`src/core/wdt_pkg.sv`:
```
// package: register map, control fields, timing constants and carrier types of the watchdog timer
package wdt_pkg;
   // register byte addresses
   localparam logic [31:0] WDT_RELOAD_ADDR  = 32'hffff0360;
   localparam logic [31:0] WDT_COUNT_ADDR   = 32'hffff0364;
   localparam logic [31:0] WDT_CONTROL_ADDR = 32'hffff0368;
   localparam logic [31:0] WDT_REFRESH_ADDR = 32'hffff036c;

   // reset values
   localparam logic [15:0] WDT_RELOAD_RST  = 16'h0040;
   localparam logic [15:0] WDT_COUNT_RST   = 16'h0040;
   localparam logic [15:0] WDT_CONTROL_RST = 16'h0000;

   // control field positions
   localparam int WDT_CTL_STOP_PD_BIT = 0;
   localparam int WDT_CTL_IRQ_SEL_BIT = 1;
   localparam int WDT_CTL_PRE_LO      = 2;
   localparam int WDT_CTL_PRE_HI      = 3;
   localparam int WDT_CTL_WD_MODE_BIT = 5;
   localparam int WDT_CTL_PERIOD_BIT  = 6;
   localparam int WDT_CTL_ENABLE_BIT  = 7;
   localparam int WDT_CTL_UP_BIT      = 8;
   localparam logic [15:0] WDT_CTL_MASK = 16'h01ef;

   // prescale codes
   localparam logic [1:0] WDT_PRE_DIV1   = 2'h0;
   localparam logic [1:0] WDT_PRE_DIV16  = 2'h1;
   localparam logic [1:0] WDT_PRE_DIV256 = 2'h2;
   localparam logic [7:0] WDT_DIV16_LAST  = 8'h0f;
   localparam logic [7:0] WDT_DIV256_LAST = 8'hff;

   // timing: low-power oscillator and worst-case timeout
   localparam int WDT_LP_OSC_HZ    = 32768;
   localparam int WDT_MAX_TMO_S    = 512;
   localparam int WDT_MAX_TMO_TICKS = WDT_MAX_TMO_S * WDT_LP_OSC_HZ / 256;

   localparam logic [15:0] WDT_COUNT_MAX = 16'hffff;
   localparam logic [15:0] WDT_COUNT_MIN = 16'h0000;

   // register bus request
   typedef struct packed {
      logic [31:0] addr;
      logic [31:0] wdata;
      logic        wr;
      logic        rd;
   } wdt_bus_req_t;

   // system-side status and events
   typedef struct packed {
      logic irq;
      logic sys_reset;
      logic capture_valid;
   } wdt_evt_t;
endpackage

```
`src/core/wdt_timer.sv`:
```
// watchdog timer: 16-bit normal/watchdog timer on the low-power oscillator tick
//
// Design decision made here: the strobed register port.
module wdt_timer (
   // clock and reset
   input  wire logic                  ref_clk,
   input  wire logic                  resetn,
   // register port
   input  wire wdt_pkg::wdt_bus_req_t bus_req,
   output logic [31:0]                bus_rdata,
   // low-power oscillator tick, one ref_clk cycle per 32.768 kHz edge
   input  wire logic                  lp_osc_tick,
   // system conditions
   input  wire logic                  debug_halt,
   input  wire logic                  periph_powerdown,
   input  wire logic                  irq_enable_mask_bit5,
   // events and captured value
   output wdt_pkg::wdt_evt_t          evt,
   output logic [15:0]                capture_value
);
   import wdt_pkg::*;

   logic        rst_sync1_q, rst_sync2_q;
   logic [15:0] reload_q, count_q, count_d, control_q, capture_q;
   logic        ctl_written_q, irq_q, sysrst_q, capv_q;
   logic [7:0]  pre_cnt_q;
   logic [31:0] rdata_q;
   logic        wr_reload, wr_control, wr_refresh, rd_any;
   logic        locked, run, tick_en, div_tick, expire;
   logic [1:0]  pre_sel;

   // reset release through two flops
   always_ff @(posedge ref_clk or negedge resetn) begin
      if (!resetn) begin
         rst_sync1_q <= 1'b0;
         rst_sync2_q <= 1'b0;
      end else begin
         rst_sync1_q <= 1'b1;
         rst_sync2_q <= rst_sync1_q;
      end
   end

   // decode
   assign locked     = control_q[WDT_CTL_WD_MODE_BIT];
   assign wr_reload  = bus_req.wr && bus_req.addr == WDT_RELOAD_ADDR && !locked;
   assign wr_control = bus_req.wr && bus_req.addr == WDT_CONTROL_ADDR
                       && !ctl_written_q && !locked;
   assign wr_refresh = bus_req.wr && bus_req.addr == WDT_REFRESH_ADDR;
   assign rd_any     = bus_req.rd;

   // control: accepted once after reset
   always_ff @(posedge ref_clk or negedge rst_sync2_q) begin
      if (!rst_sync2_q) begin
         control_q     <= WDT_CONTROL_RST;
         ctl_written_q <= 1'b0;
      end else if (wr_control) begin
         control_q     <= bus_req.wdata[15:0] & WDT_CTL_MASK;
         ctl_written_q <= 1'b1;
      end
   end

   always_ff @(posedge ref_clk or negedge rst_sync2_q) begin
      if (!rst_sync2_q) begin
         reload_q <= WDT_RELOAD_RST;
      end else if (wr_reload) begin
         reload_q <= bus_req.wdata[15:0];
      end
   end

   // prescaler on the oscillator tick; halted while debug owns the core
   assign pre_sel = control_q[WDT_CTL_PRE_HI:WDT_CTL_PRE_LO];
   assign run     = control_q[WDT_CTL_ENABLE_BIT] && !debug_halt
                    && !(control_q[WDT_CTL_STOP_PD_BIT] && periph_powerdown);
   assign tick_en = run && lp_osc_tick;

   always_ff @(posedge ref_clk or negedge rst_sync2_q) begin
      if (!rst_sync2_q) begin
         pre_cnt_q <= 8'h00;
      end else if (wr_control || wr_refresh) begin
         pre_cnt_q <= 8'h00;
      end else if (tick_en) begin
         pre_cnt_q <= div_tick ? 8'h00 : pre_cnt_q + 8'h01;
      end
   end

   // reserved code 11 never ticks
   always_comb begin
      case (pre_sel)
         WDT_PRE_DIV1:   div_tick = tick_en;
         WDT_PRE_DIV16:  div_tick = tick_en && pre_cnt_q == WDT_DIV16_LAST;
         WDT_PRE_DIV256: div_tick = tick_en && pre_cnt_q == WDT_DIV256_LAST;
         default:        div_tick = 1'b0;
      endcase
   end

   // expiry: watchdog always counts down to zero
   always_comb begin
      if (locked) begin
         expire = div_tick && count_q == WDT_COUNT_MIN + 16'h0001;
      end else if (control_q[WDT_CTL_UP_BIT]) begin
         expire = div_tick && count_q == WDT_COUNT_MAX;
      end else begin
         expire = div_tick && count_q == WDT_COUNT_MIN;
      end
   end

   always_comb begin
      count_d = count_q;
      if (wr_refresh) begin
         count_d = reload_q;
      end else if (div_tick) begin
         if (locked) begin
            count_d = (count_q == WDT_COUNT_MIN) ? reload_q : count_q - 16'h0001;
         end else if (expire && control_q[WDT_CTL_PERIOD_BIT]) begin
            count_d = reload_q;
         end else if (control_q[WDT_CTL_UP_BIT]) begin
            count_d = count_q + 16'h0001;
         end else begin
            count_d = count_q - 16'h0001;
         end
      end
   end

   always_ff @(posedge ref_clk or negedge rst_sync2_q) begin
      if (!rst_sync2_q) begin
         count_q <= WDT_COUNT_RST;
      end else if (wr_control && bus_req.wdata[WDT_CTL_WD_MODE_BIT]) begin
         count_q <= reload_q;
      end else begin
         count_q <= count_d;
      end
   end

   // interrupt flag: set wins over the clear write
   always_ff @(posedge ref_clk or negedge rst_sync2_q) begin
      if (!rst_sync2_q) begin
         irq_q <= 1'b0;
      end else if (expire && (!locked || control_q[WDT_CTL_IRQ_SEL_BIT])) begin
         irq_q <= 1'b1;
      end else if (wr_refresh) begin
         irq_q <= 1'b0;
      end
   end

   // watchdog reset request, held until the system reset clears the block
   always_ff @(posedge ref_clk or negedge rst_sync2_q) begin
      if (!rst_sync2_q) begin
         sysrst_q <= 1'b0;
      end else if (locked && expire && !control_q[WDT_CTL_IRQ_SEL_BIT]) begin
         sysrst_q <= 1'b1;
      end
   end

   // capture in normal mode when the mask bit enables it
   always_ff @(posedge ref_clk or negedge rst_sync2_q) begin
      if (!rst_sync2_q) begin
         capture_q <= 16'h0000;
         capv_q    <= 1'b0;
      end else begin
         capv_q <= 1'b0;
         if (!locked && expire && irq_enable_mask_bit5) begin
            capture_q <= count_q;
            capv_q    <= 1'b1;
         end
      end
   end

   // read data, one cycle after the strobe, zero otherwise
   always_ff @(posedge ref_clk or negedge rst_sync2_q) begin
      if (!rst_sync2_q) begin
         rdata_q <= 32'h0000_0000;
      end else if (rd_any) begin
         case (bus_req.addr)
            WDT_RELOAD_ADDR:  rdata_q <= {16'h0000, reload_q};
            WDT_COUNT_ADDR:   rdata_q <= {16'h0000, count_q};
            WDT_CONTROL_ADDR: rdata_q <= {16'h0000, control_q};
            default:          rdata_q <= 32'h0000_0000;
         endcase
      end else begin
         rdata_q <= 32'h0000_0000;
      end
   end

   assign bus_rdata         = rdata_q;
   assign evt.irq           = irq_q;
   assign evt.sys_reset     = sysrst_q;
   assign evt.capture_valid = capv_q;
   assign capture_value     = capture_q;
endmodule

```
`config.mk`:
```
export PLATFORM = sky130hd
export DESIGN_NAME = wdt_timer
export DESIGN_NICKNAME = d
export VERILOG_FILES = /design/src/core/wdt_pkg.sv /design/src/core/wdt_timer.sv
export SDC_FILE = /design/constraint.sdc
export NUM_CORES = 1
export LEC_CHECK = 0
export BUFFER_PORTS_ARGS = -buffer_cell sky130_fd_sc_hd__buf_2
export CAP_MARGIN = 20
export CORE_ASPECT_RATIO = 0.8
export CORE_MARGIN = 2
export CORE_UTILIZATION = 60
export CTS_BUF_LIST = sky130_fd_sc_hd__clkbuf_4 sky130_fd_sc_hd__clkbuf_8
export CTS_CLUSTER_DIAMETER = 120
export CTS_CLUSTER_SIZE = 28
export DETAILED_ROUTE_END_ITERATION = 10
export GPL_TIMING_DRIVEN = 0
export MAX_ROUTING_LAYER = met4
export PLACE_DENSITY = 0.86
export SYNTH_ARGS = -nofsm -noshare
export SYNTH_HDL_FRONTEND = slang
export SYNTH_SLANG_ARGS = --single-unit
```
`constraint.sdc`:
```
create_clock -name ref_clk -period 4 [get_ports ref_clk]
set_input_delay 0.4 -clock ref_clk [delete_from_list [all_inputs] [get_ports ref_clk]]
set_output_delay 0.4 -clock ref_clk [all_outputs]
set_load 0.1 [all_outputs]
```
==> run metrics, run 1 <==
Syn. warnings=0; Max Buffers Root-to-Sink=2; clock share of power=0.385; startpoint type of the worst setup path=flop; Final setup viols=0; first-pass GRT wire length=~25 mm; Worst setup EP type=flop; cell area after layout=6177 um^2; area share of the largest cell type after synthesis=0.3976; Mean Syn Cell Area=9.390 um^2; critical path class=reg -> reg; Slew @ Worst Pin=around 0.96 ns; Hold Fails Final Rpt=0; worst vdd ir=0.2203 mV; Post-DP HPWL=~12 mm; Gate Count Post-Synth=roughly 560; clk_skew=~0.017 ns; total track usage=0.3625; layout cells sized above 1=0.2682; max-cap violations=0; NumNets Final=about 760; largest net degree at the start of global routing=70; Worst-path clk slew=around 0.09 ns; DR pass1 iterations=6; Area Growth Syn to Fin=16.85%; P_sw=between 0.0004 and 0.0005 W; Yosys top cell by area=dfrtp_1; Die W=108.9 um; buffers added on ports=90; root buffer cell=clkbuf_8; ant diodes=0; Die Y=between 80 and 90 um; Crit Reg-Reg Endpoint=count_q[12]; dpl cell area=5964 um^2; initial antenna violation count=0; # placed instances=a little under 800; number of flops mapped to enable cells by yosys=0; ys flop type=dfrtp_1; Placer Congestion=roughly 0.98; depth of the worst register-to-register path=11; IO Count=approximately 120; cts repair resizes=0; CTS tree=yes; library cells used by synthesis=between 60 and 70; final wirelength=roughly 16 mm; Finished Layout Cells=roughly 800; Core ar.=8521 um^2; TritonCTS Buffers=9; CTS H-Tree Depth=3; peak fanout along the critical path=10; combinational share of power=0.088; reg-to-reg slack, setup=0.78 ns; via/cell ratio=around 6.4; Fin Hold WS=between 0.15 and 0.2 ns; starting density of the core=0.6204; post-synthesis sequential area ratio=0.4076; status=finished clean; Mapped Area=between 5000 and 6000 um^2; Async S/R FF share, synth=1.000; Pwr per Cell Area=~270 nW/um^2; sequential share of power=0.528; clock sinks=86; crit share post-route=0.8056; RSZ-0062 raised after global routing=no; Hold WC Path Type=reg -> async; Initial DRC Count=721; wire length per cell=20.52 um; final setup TNS=0 ns; Net Sw Frac=0.2709; Internal=about 0.0012 W; DR DRC count=0; die area=between 9000 and 10000 um^2; Area contributors post-synth=dfrtp_1 (40%), nor2_1 (4.0%), mux2i_1 (3.8%), xor2_1 (3.1%), o21ai_0 (3.1%); antenna-violating nets left=0; static leakage=3.320 nW; vias in the first global route=approximately 4700; Req. time, crit path=about 4.2 ns; via count=5073; Slew Viols, Final=0; worst-skew pair later-pin latency=between 0.3 and 0.4 ns; #FFs+latches synth=86; Max Freq=310.3 MHz; Worst Path Arrival=3.46 ns; row cnt=30; fin crit period=around 3.2 ns; Max-slew headroom=0.3566; Final Core Density=0.7250; GRT overflow=0; worst flop-to-flop path startpoint=count_q[0]
[synthesized netlist by cell type, drive strengths merged (3+ instances only)]
master / count
a211oi: 6
nand2: 41
inv: 9
nor2: 57
a21oi: 28
xnor2: 12
mux2i: 20
nor2b: 3
nor3: 13
nor4: 8
o22ai: 3
dfrtp: 84
a31oi: 7
xor2: 19
a21o: 15
or4: 5
nand3: 13
buf: 44
o21ai: 37
and4: 7
clkbuf: 20
ha: 8
nor4b: 4
nand4: 20
mux2: 26
o211ai: 5
and3: 13
[kinds of logic (layout without fill, tap and decap cells)]
group / count (synthesis) / after routing / share of synthesized area
DFF: 86 / 86 / 0.4076
xor gates and xnor gates: 31 / 31 / 0.05136
adders and majority gates: 8 / 8 / 0.01894
and+or+nand+nor: 199 / 199 / 0.2043
muxes: 46 / 46 / 0.1004
other: 2 / 17 / 0.001421
buffers and inverters: 73 / 181 / 0.07621
AOI/OAI and AO/OA: 118 / 118 / 0.1399
[cell usage in the layout (no fill, tap or decap), drive strengths merged, types with 4 or more instances in the layout]
master,synthesis,layout
nand2,41,41
nand4,20,20
nand3,13,13
nor4,8,8
buf,44,135
clkbuf,20,29
and4,7,7
a211oi,6,6
conb,2,17
nor2,57,57
mux2,26,26
o21ai,37,37
nor4b,4,4
ha,8,8
a21o,15,15
o211ai,5,5
or4,5,5
and3,13,13
a31oi,7,7
a21oi,28,28
xnor2,12,12
dfrtp,84,84
xor2,19,19
mux2i,20,20
inv,9,12
nor3,13,13
[stage by stage]
step	total power (W)	setup slack, ns
after floorplan	0.0009915	1.431
after global placement	0.001028	0.5888
after detailed placement	0.001035	0.9252
after CTS	0.001653	0.9175
after global routing	0.001702	0.6300
final	0.001655	0.7775
[worst max-delay path: stages (launching register included)]
cell and delay, ns:
dfrtp_1 0.56, inv_1 0.19, ha_1 0.16, nor4b_1 0.37, and4_1 0.25, buf_4 0.19
a211o_1 0.31, and4_1 0.25, buf_6 0.16, mux2_2 0.34, o21ai_0 0.22, a21oi_1 0.10
[registers in the layout (all words and copies together), names as in the netlist, 8 cells and up]
signal         cells
bus_rdata         16
capture_value     16
control_q          8
count_q           16
pre_cnt_q          8
reload_q          16
[worst max-delay path by stage]
stage | cells after the start | to | slack [ns] | startpoint
global placement | 0 | count_q[10] | 0.59 | rst_sync2_q
floorplan | 0 | bus_rdata[0] | 1.43 | rst_sync2_q
global route | 10 | count_q[3] | 0.63 | count_q[0]
CTS | 11 | count_q[12] | 0.92 | count_q[0]
detailed placement | 7 | control_q[7] | 0.93 | bus_req[34]
finish | 11 | count_q[12] | 0.78 | count_q[0]
[power by group through the flow]
stage,clock network [W],registers [W],logic [W]
after floorplan,0,0.000899,0.0000924
after global placement,0,0.000903,0.000125
after detailed placement,0,0.000891,0.000144
after CTS,0.000634,0.000874,0.000145
after global routing,0.000674,0.000874,0.000154
final,0.000637,0.000873,0.000145
[cell type report]
| cell class | count | area (um^2) |
|---|---|---|
| multi-input combinational | 419 | 2785 |
| fill | 612 | 2344 |
| sequential | 86 | 2158 |
| timing repair buffer | 92 | 488.0 |
| buffer | 64 | 369.1 |
| tap | 112 | 140.1 |
| clock buffer | 9 | 123.9 |
| clock inverter | 7 | 78.83 |
| inverter | 9 | 33.78 |
[repair_timing]
item,CTS,global route
hold endpoints to repair,2,0
setup buffers,0,0
hold buffers,1,0
[metal layers]
layer  up-vias  routed length [um]  share of wire  GRT usage
met3        62                2015           0.12    0.08036
met1      2391                6555           0.40     0.4964
met4         0                 480          0.029     0.1154
met2       402                7325           0.45     0.5375
li1       2218                   -              -          -
met5         -                   0              0          -
Note: power is estimated with default switching activity, not from simulation.
==> run 2: changes to the inputs <==
- CORE_UTILIZATION: 60 -> 51
- PLACE_DENSITY: 0.86 -> 0.77
- clock period: 4 -> 2.9 ns (I/O delays scaled with it)
==> run 2 against run 1 <==
Compared with the run above: first-iteration DRC count is 44% lower; clock skew is 0.0047 ns lower; non-clock buffer count is 2 higher; combinational power is 34% higher; cell count is 3.8% higher; setup slack worse by 0.66 ns; sequential cell count stayed put; clock power is 46% higher; worst hold slack worse by 0.051 ns; sequential power is 39% higher; critical endpoint is now count_q[11]; largest cell class unchanged.
==> run metrics, run 2 (synthesis gave the netlist of run 1 again) <==
ant diodes=0; Initial DRC Count=403; fin worst setup slack=roughly 0.12 ns; met3 usage=0.05502; starting density of the core=0.5204; depth of the worst register-to-register path=8; via count=about 4800; Worst Path Arrival=3.09 ns; first-pass GRT wire length=24.71 mm; GR met1 Demand/Resource=0.4078; Setup WS pre-CTS=-0.1929 ns; largest net degree at the start of global routing=46; NumNets Final=around 760; RSZ-0062 raised after global routing=no; Slew @ Worst Pin=~0.96 ns; Post-DP HPWL=11.52 mm; CTS H-Tree Depth=3; commonest non-fill, non-tap cell in the layout=buf_2; Worst-path clk slew=approximately 0.090 ns; Hold Fails Final Rpt=0; worst-skew pair later-pin latency=between 0.3 and 0.4 ns; total track usage=0.2974; startpoint type of the worst setup path=flop; fin crit period=between 2 and 3 ns; die area=approximately 11000 um^2; Die Y=about 95 um; root buffer cell=clkbuf_8; static leakage=3.338 nW; critical path launch point=pre_cnt_q[5]; peak fanout along the critical path=10; initial antenna violation count=0; status=finished clean; Req. time, crit path=around 3.2 ns; Hold WC Path Type=in -> reg; TritonCTS Buffers=9; worst vdd ir=between 0.3 and 0.4 mV; Slew Viols, Final=0; final wirelength=around 16 mm; Final setup viols=0; layer with the highest usage=met2; most frequent cells in the layout=buf_2 (105), dfrtp_1 (81), nor2_1 (57); end of the critical path=count_q[11]; CTS tree=yes; antenna-violating nets left=0; reg-to-reg slack, setup=between 0.1 and 0.15 ns; vias in the first global route=~4600; Area Growth Syn to Fin=18.58%; critical path class=reg -> reg; wire length per cell=18.98 um; Max-slew headroom=0.3629; max-cap violations=0; clk_skew=about 0.012 ns; Crit Reg-Reg Endpoint=count_q[11]; Placer Congestion=between 1 and 1.5; Worst setup EP type=flop; Max Freq=359.2 MHz; crit share post-route=0.9601; buffers added on ports=90; worst flop-to-flop path startpoint=pre_cnt_q[5]; IO Count=123; Max Buffers Root-to-Sink=2; via/cell ratio=between 5 and 6; row cnt=33; Core ar.=about 10000 um^2; Pwr per Cell Area=about 370 nW/um^2; DR pass1 iterations=5; Die W=117.8 um; clock sinks=between 80 and 90; total power draw=around 0.0023 W; GRT overflow=0; layout cells sized above 1=0.2820; met2 Resource Use GR=0.4496; DR DRC count=0
## run 2: worst min-delay path by stage
stage,startpoint,endpoint,slack (ns),cells past startpoint
2_1_floorplan,resetn,rst_sync1_q,-0.006,0
3_3_place_gp,resetn,rst_sync1_q,0.08,1
3_5_place_dp,resetn,rst_sync1_q,0.08,1
4_1_cts,bus_req[4],control_q[2],0.13,3
5_1_grt,bus_req[13],reload_q[11],0.13,2
6_report,bus_req[4],control_q[2],0.14,3
## run 2: where the power goes
| part | total, W | leakage (nW) | switching (W) | internal, W |
|---|---|---|---|---|
| combinational | 0.000195 | 2.06 | 0.000140 | 0.0000548 |
| clock | 0.000930 | 0.107 | 0.000475 | 0.000455 |
| sequential | 0.00121 | 1.17 | 0.0000115 | 0.00120 |
| total | 0.00234 | 3.34 | 0.000626 | 0.00171 |
## run 2: through the flow
| stage | setup TNS [ns] | hold WS [ns] | area (um^2) | util | instances |
|---|---|---|---|---|---|
| global route | 0 | 0.1295 | 6269 | 0.6171 | 828 |
| CTS | 0 | 0.1317 | 6227 | 0.6131 | 826 |
| detailed placement | -0.4163 | 0.07589 | 5992 | 0.5899 | 809 |
| floorplan | 0 | -0.005591 | 5343 | - | 578 |
| global placement | -51.43 | 0.07500 | 5968 | 0.5876 | 808 |
| finish | 0 | 0.1398 | 6269 | 0.6171 | 828 |
## run 2: timing repair
action	4_1_cts	5_1_grt
gates resized for setup	4	9
setup endpoints to repair	4	20
hold buffers	1	0
buffers inserted	0	1
hold endpoints to repair	2	0
## run 2: routing by layer
metal,up-vias,routed length [um],part of all wire
met3,26,1396,0.089
met4,0,339,0.022
met2,247,6877,0.44
li1,2224,-,-
met1,2294,7104,0.45
met5,-,0,0
## run 2: critical path, stage by stage (launching register included)
cell and delay (ns):
dfrtp_1 0.43, or4_4 0.53, a221oi_2 0.31, nand3b_1 0.17, clkbuf_1 0.36, clkbuf_2 0.36, o21ai_1 0.37, a32oi_1 0.08
o21ai_1 0.10
## run 2: layout make-up
class,count,area [um^2]
fill,926,3889
buffer,64,374.1
tap,140,175.2
inverter,9,33.78
multi-input combinational,419,2816
clock inverter,5,63.81
clock buffer,11,151.4
sequential,86,2161
timing repair buffer,94,493.0
==> run 3: changes to the inputs <==
- CORE_UTILIZATION: 51 -> 56
- PLACE_DENSITY: 0.77 -> 0.81
- clock period: 2.9 -> 2.7 ns (I/O delays scaled with it)
==> run 3 against run 2 <==
Compared with the run above: critical path type unchanged; count of clock-buffer cells in the layout unchanged; largest power group unchanged; sequential cell count unchanged; cell count decreased by 0.85%; clock power decreased by 5.7%; the flow now finishes with violations (setup timing); first-iteration DRC count increased by 45%; worst hold slack got worse by 0.032 ns.
==> run metrics, run 3 (synthesis gave the netlist of run 1 again) <==
root buffer cell=clkbuf_8; status=complete, but fails checks; Slew @ Worst Pin=a little over 1 ns; failing checks=setup timing; total track usage=0.3301; Hold WC Path Type=in -> reg; RSZ-0062 raised after global routing=yes; Max Buffers Root-to-Sink=2; peak fanout along the critical path=10; Pwr per Cell Area=~370 nW/um^2; Die W=112.6 um; Final setup viols=2; Slew Viols, Final=0; worst-skew pair later-pin latency=about 0.38 ns; clk_skew=about 0.011 ns; largest net degree at the start of global routing=53; combinational share of power=0.088; Die Y=a little over 90 um; sequential share of power=0.544; Bufs and invs on worst path=3; worst vdd ir=approximately 0.37 mV; via/cell ratio=about 6.1; crit path max-delay cell type=dfrtp_2; CTS tree=yes; startpoint type of the worst setup path=flop; buffers added on ports=90; fin crit period=2.716 ns; layout cells sized above 1=0.3144; Fin Hold WS=0.1074 ns; DR pass1 iterations=5; Net Sw Frac=0.2797; static leakage=3.440 nW; dpl cell area=5973 um^2; Worst setup EP type=flop; Post-DP HPWL=~12 mm; CTS H-Tree Depth=3; total power draw=0.002386 W; clock share of power=0.367; DR DRC count=0; via count=~5000; Internal=0.001719 W; ant diodes=0; Area Growth Syn to Fin=21.66%; fin worst setup slack=-0.01596 ns; starting density of the core=0.5800; Req. time, crit path=~3 ns; initial antenna violation count=0; IO Count=between 100 and 150; # fillers=about 700; Hold Fails Final Rpt=0; final wirelength=16.39 mm; crit share post-route=1.006; Initial DRC Count=584; crit-path cells=inv_1 -> ha_1 -> nor4b_2 -> and4_1 -> buf_6 -> a211o_4 -> and4_1 -> buf_6 -> mux2_4 -> o211ai_1 -> a21oi_2; row cnt=31; TritonCTS Buffers=9; wire length per cell=19.97 um; GRT overflow=0; first-pass GRT wire length=roughly 25 mm; slowest stage delay, CP=0.46 ns; antenna-violating nets left=0; NumNets Final=a little under 800; max-cap violations=0; vias in the first global route=approximately 4700; Worst Path Arrival=roughly 3.0 ns; Max Freq=about 370 MHz; commonest non-fill, non-tap cell in the layout=buf_2; cell area after layout=between 6000 and 7000 um^2; final setup TNS=-0.02328 ns; cell family with most CP delay=simple AND/OR/NAND/NOR gates; Placer Congestion=between 1 and 1.5; critical path class=reg -> reg; Worst-path clk slew=about 0.1 ns; P_sw=about 0.00067 W; Max-slew headroom=0.3129; most frequent cells in the layout=buf_2 (105), dfrtp_1 (81), nor2_1 (56); Core ar.=approximately 9000 um^2; clock sinks=86; die area=10240 um^2
## run 3: worst paths after layout
| kind | slack (ns) | to | cells after the start | start |
|---|---|---|---|---|
| worst min register to register | 0.28 | reload_q[14] | 0 | rst_sync2_q |
| min in group asynchronous | 0.21 | rst_sync1_q | 2 | resetn |
| worst max register to register | -0.02 | count_q[14] | 11 | count_q[1] |
| max in group asynchronous | 1.73 | reload_q[6] | 1 | rst_sync2_q |
| worst max-delay path | -0.02 | count_q[14] | 11 | count_q[1] |
| worst min-delay path | 0.11 | reload_q[11] | 2 | bus_req[13] |
## run 3: worst register-to-register path: cells and delay by family (launching register included)
kind                     cells  cell delay (ns)
AND/OR/NAND/NOR              3             0.70
buffers and inverters        3             0.48
AO/OA/AOI/OAI                3             0.48
flip-flops                   1             0.46
multiplexers                 1             0.31
adder cells (fa/ha/maj)      1             0.17
## run 3: power groups by stage
stage	clock, W	sequential [W]	combinational (W)
6_report	0.000877	0.00130	0.000211
2_1_floorplan	0	0.00133	0.000137
3_5_place_dp	0	0.00133	0.000208
4_1_cts	0.000882	0.00130	0.000209
3_3_place_gp	0	0.00134	0.000186
5_1_grt	0.000930	0.00130	0.000222
## run 3: per-stage QoR
step | instances | worst slack [ns] | util
global route | 821 | -0.08395 | 0.7056
floorplan | 578 | 0.1308 | -
detailed placement | 785 | -0.4064 | 0.6553
CTS | 808 | 0.02099 | 0.6854
finish | 821 | -0.01596 | 0.7056
global placement | 783 | -0.7973 | 0.6513
## run 3: what timing repair did
action,4_1_cts,5_1_grt
hold buffers,1,0
resized for setup,10,29
buffers inserted,6,14
hold endpoints to repair,2,0
pin swaps,1,5
endpoints found under the setup margin,32,27
## run 3: area by class of cell
cell class	instances	area, um^2	share of cell area
tap	115	143.9	0.02237
clock buffer	11	145.1	0.02257
clock inverter	5	35.03	0.005447
buffer	63	385.4	0.05992
sequential	86	2161	0.3360
timing repair buffer	113	643.1	0.1000
multi-input combinational	419	2884	0.4484
inverter	9	33.78	0.005253
## run 3: per-layer routing
layer / GRT usage / part of all wire / up-vias
li1: - / - / 2264
met1: 0.4568 / 0.42 / 2423
met2: 0.4755 / 0.45 / 300
met3: 0.08658 / 0.11 / 36
met4: 0.1067 / 0.022 / 0
met5: - / 0 / -
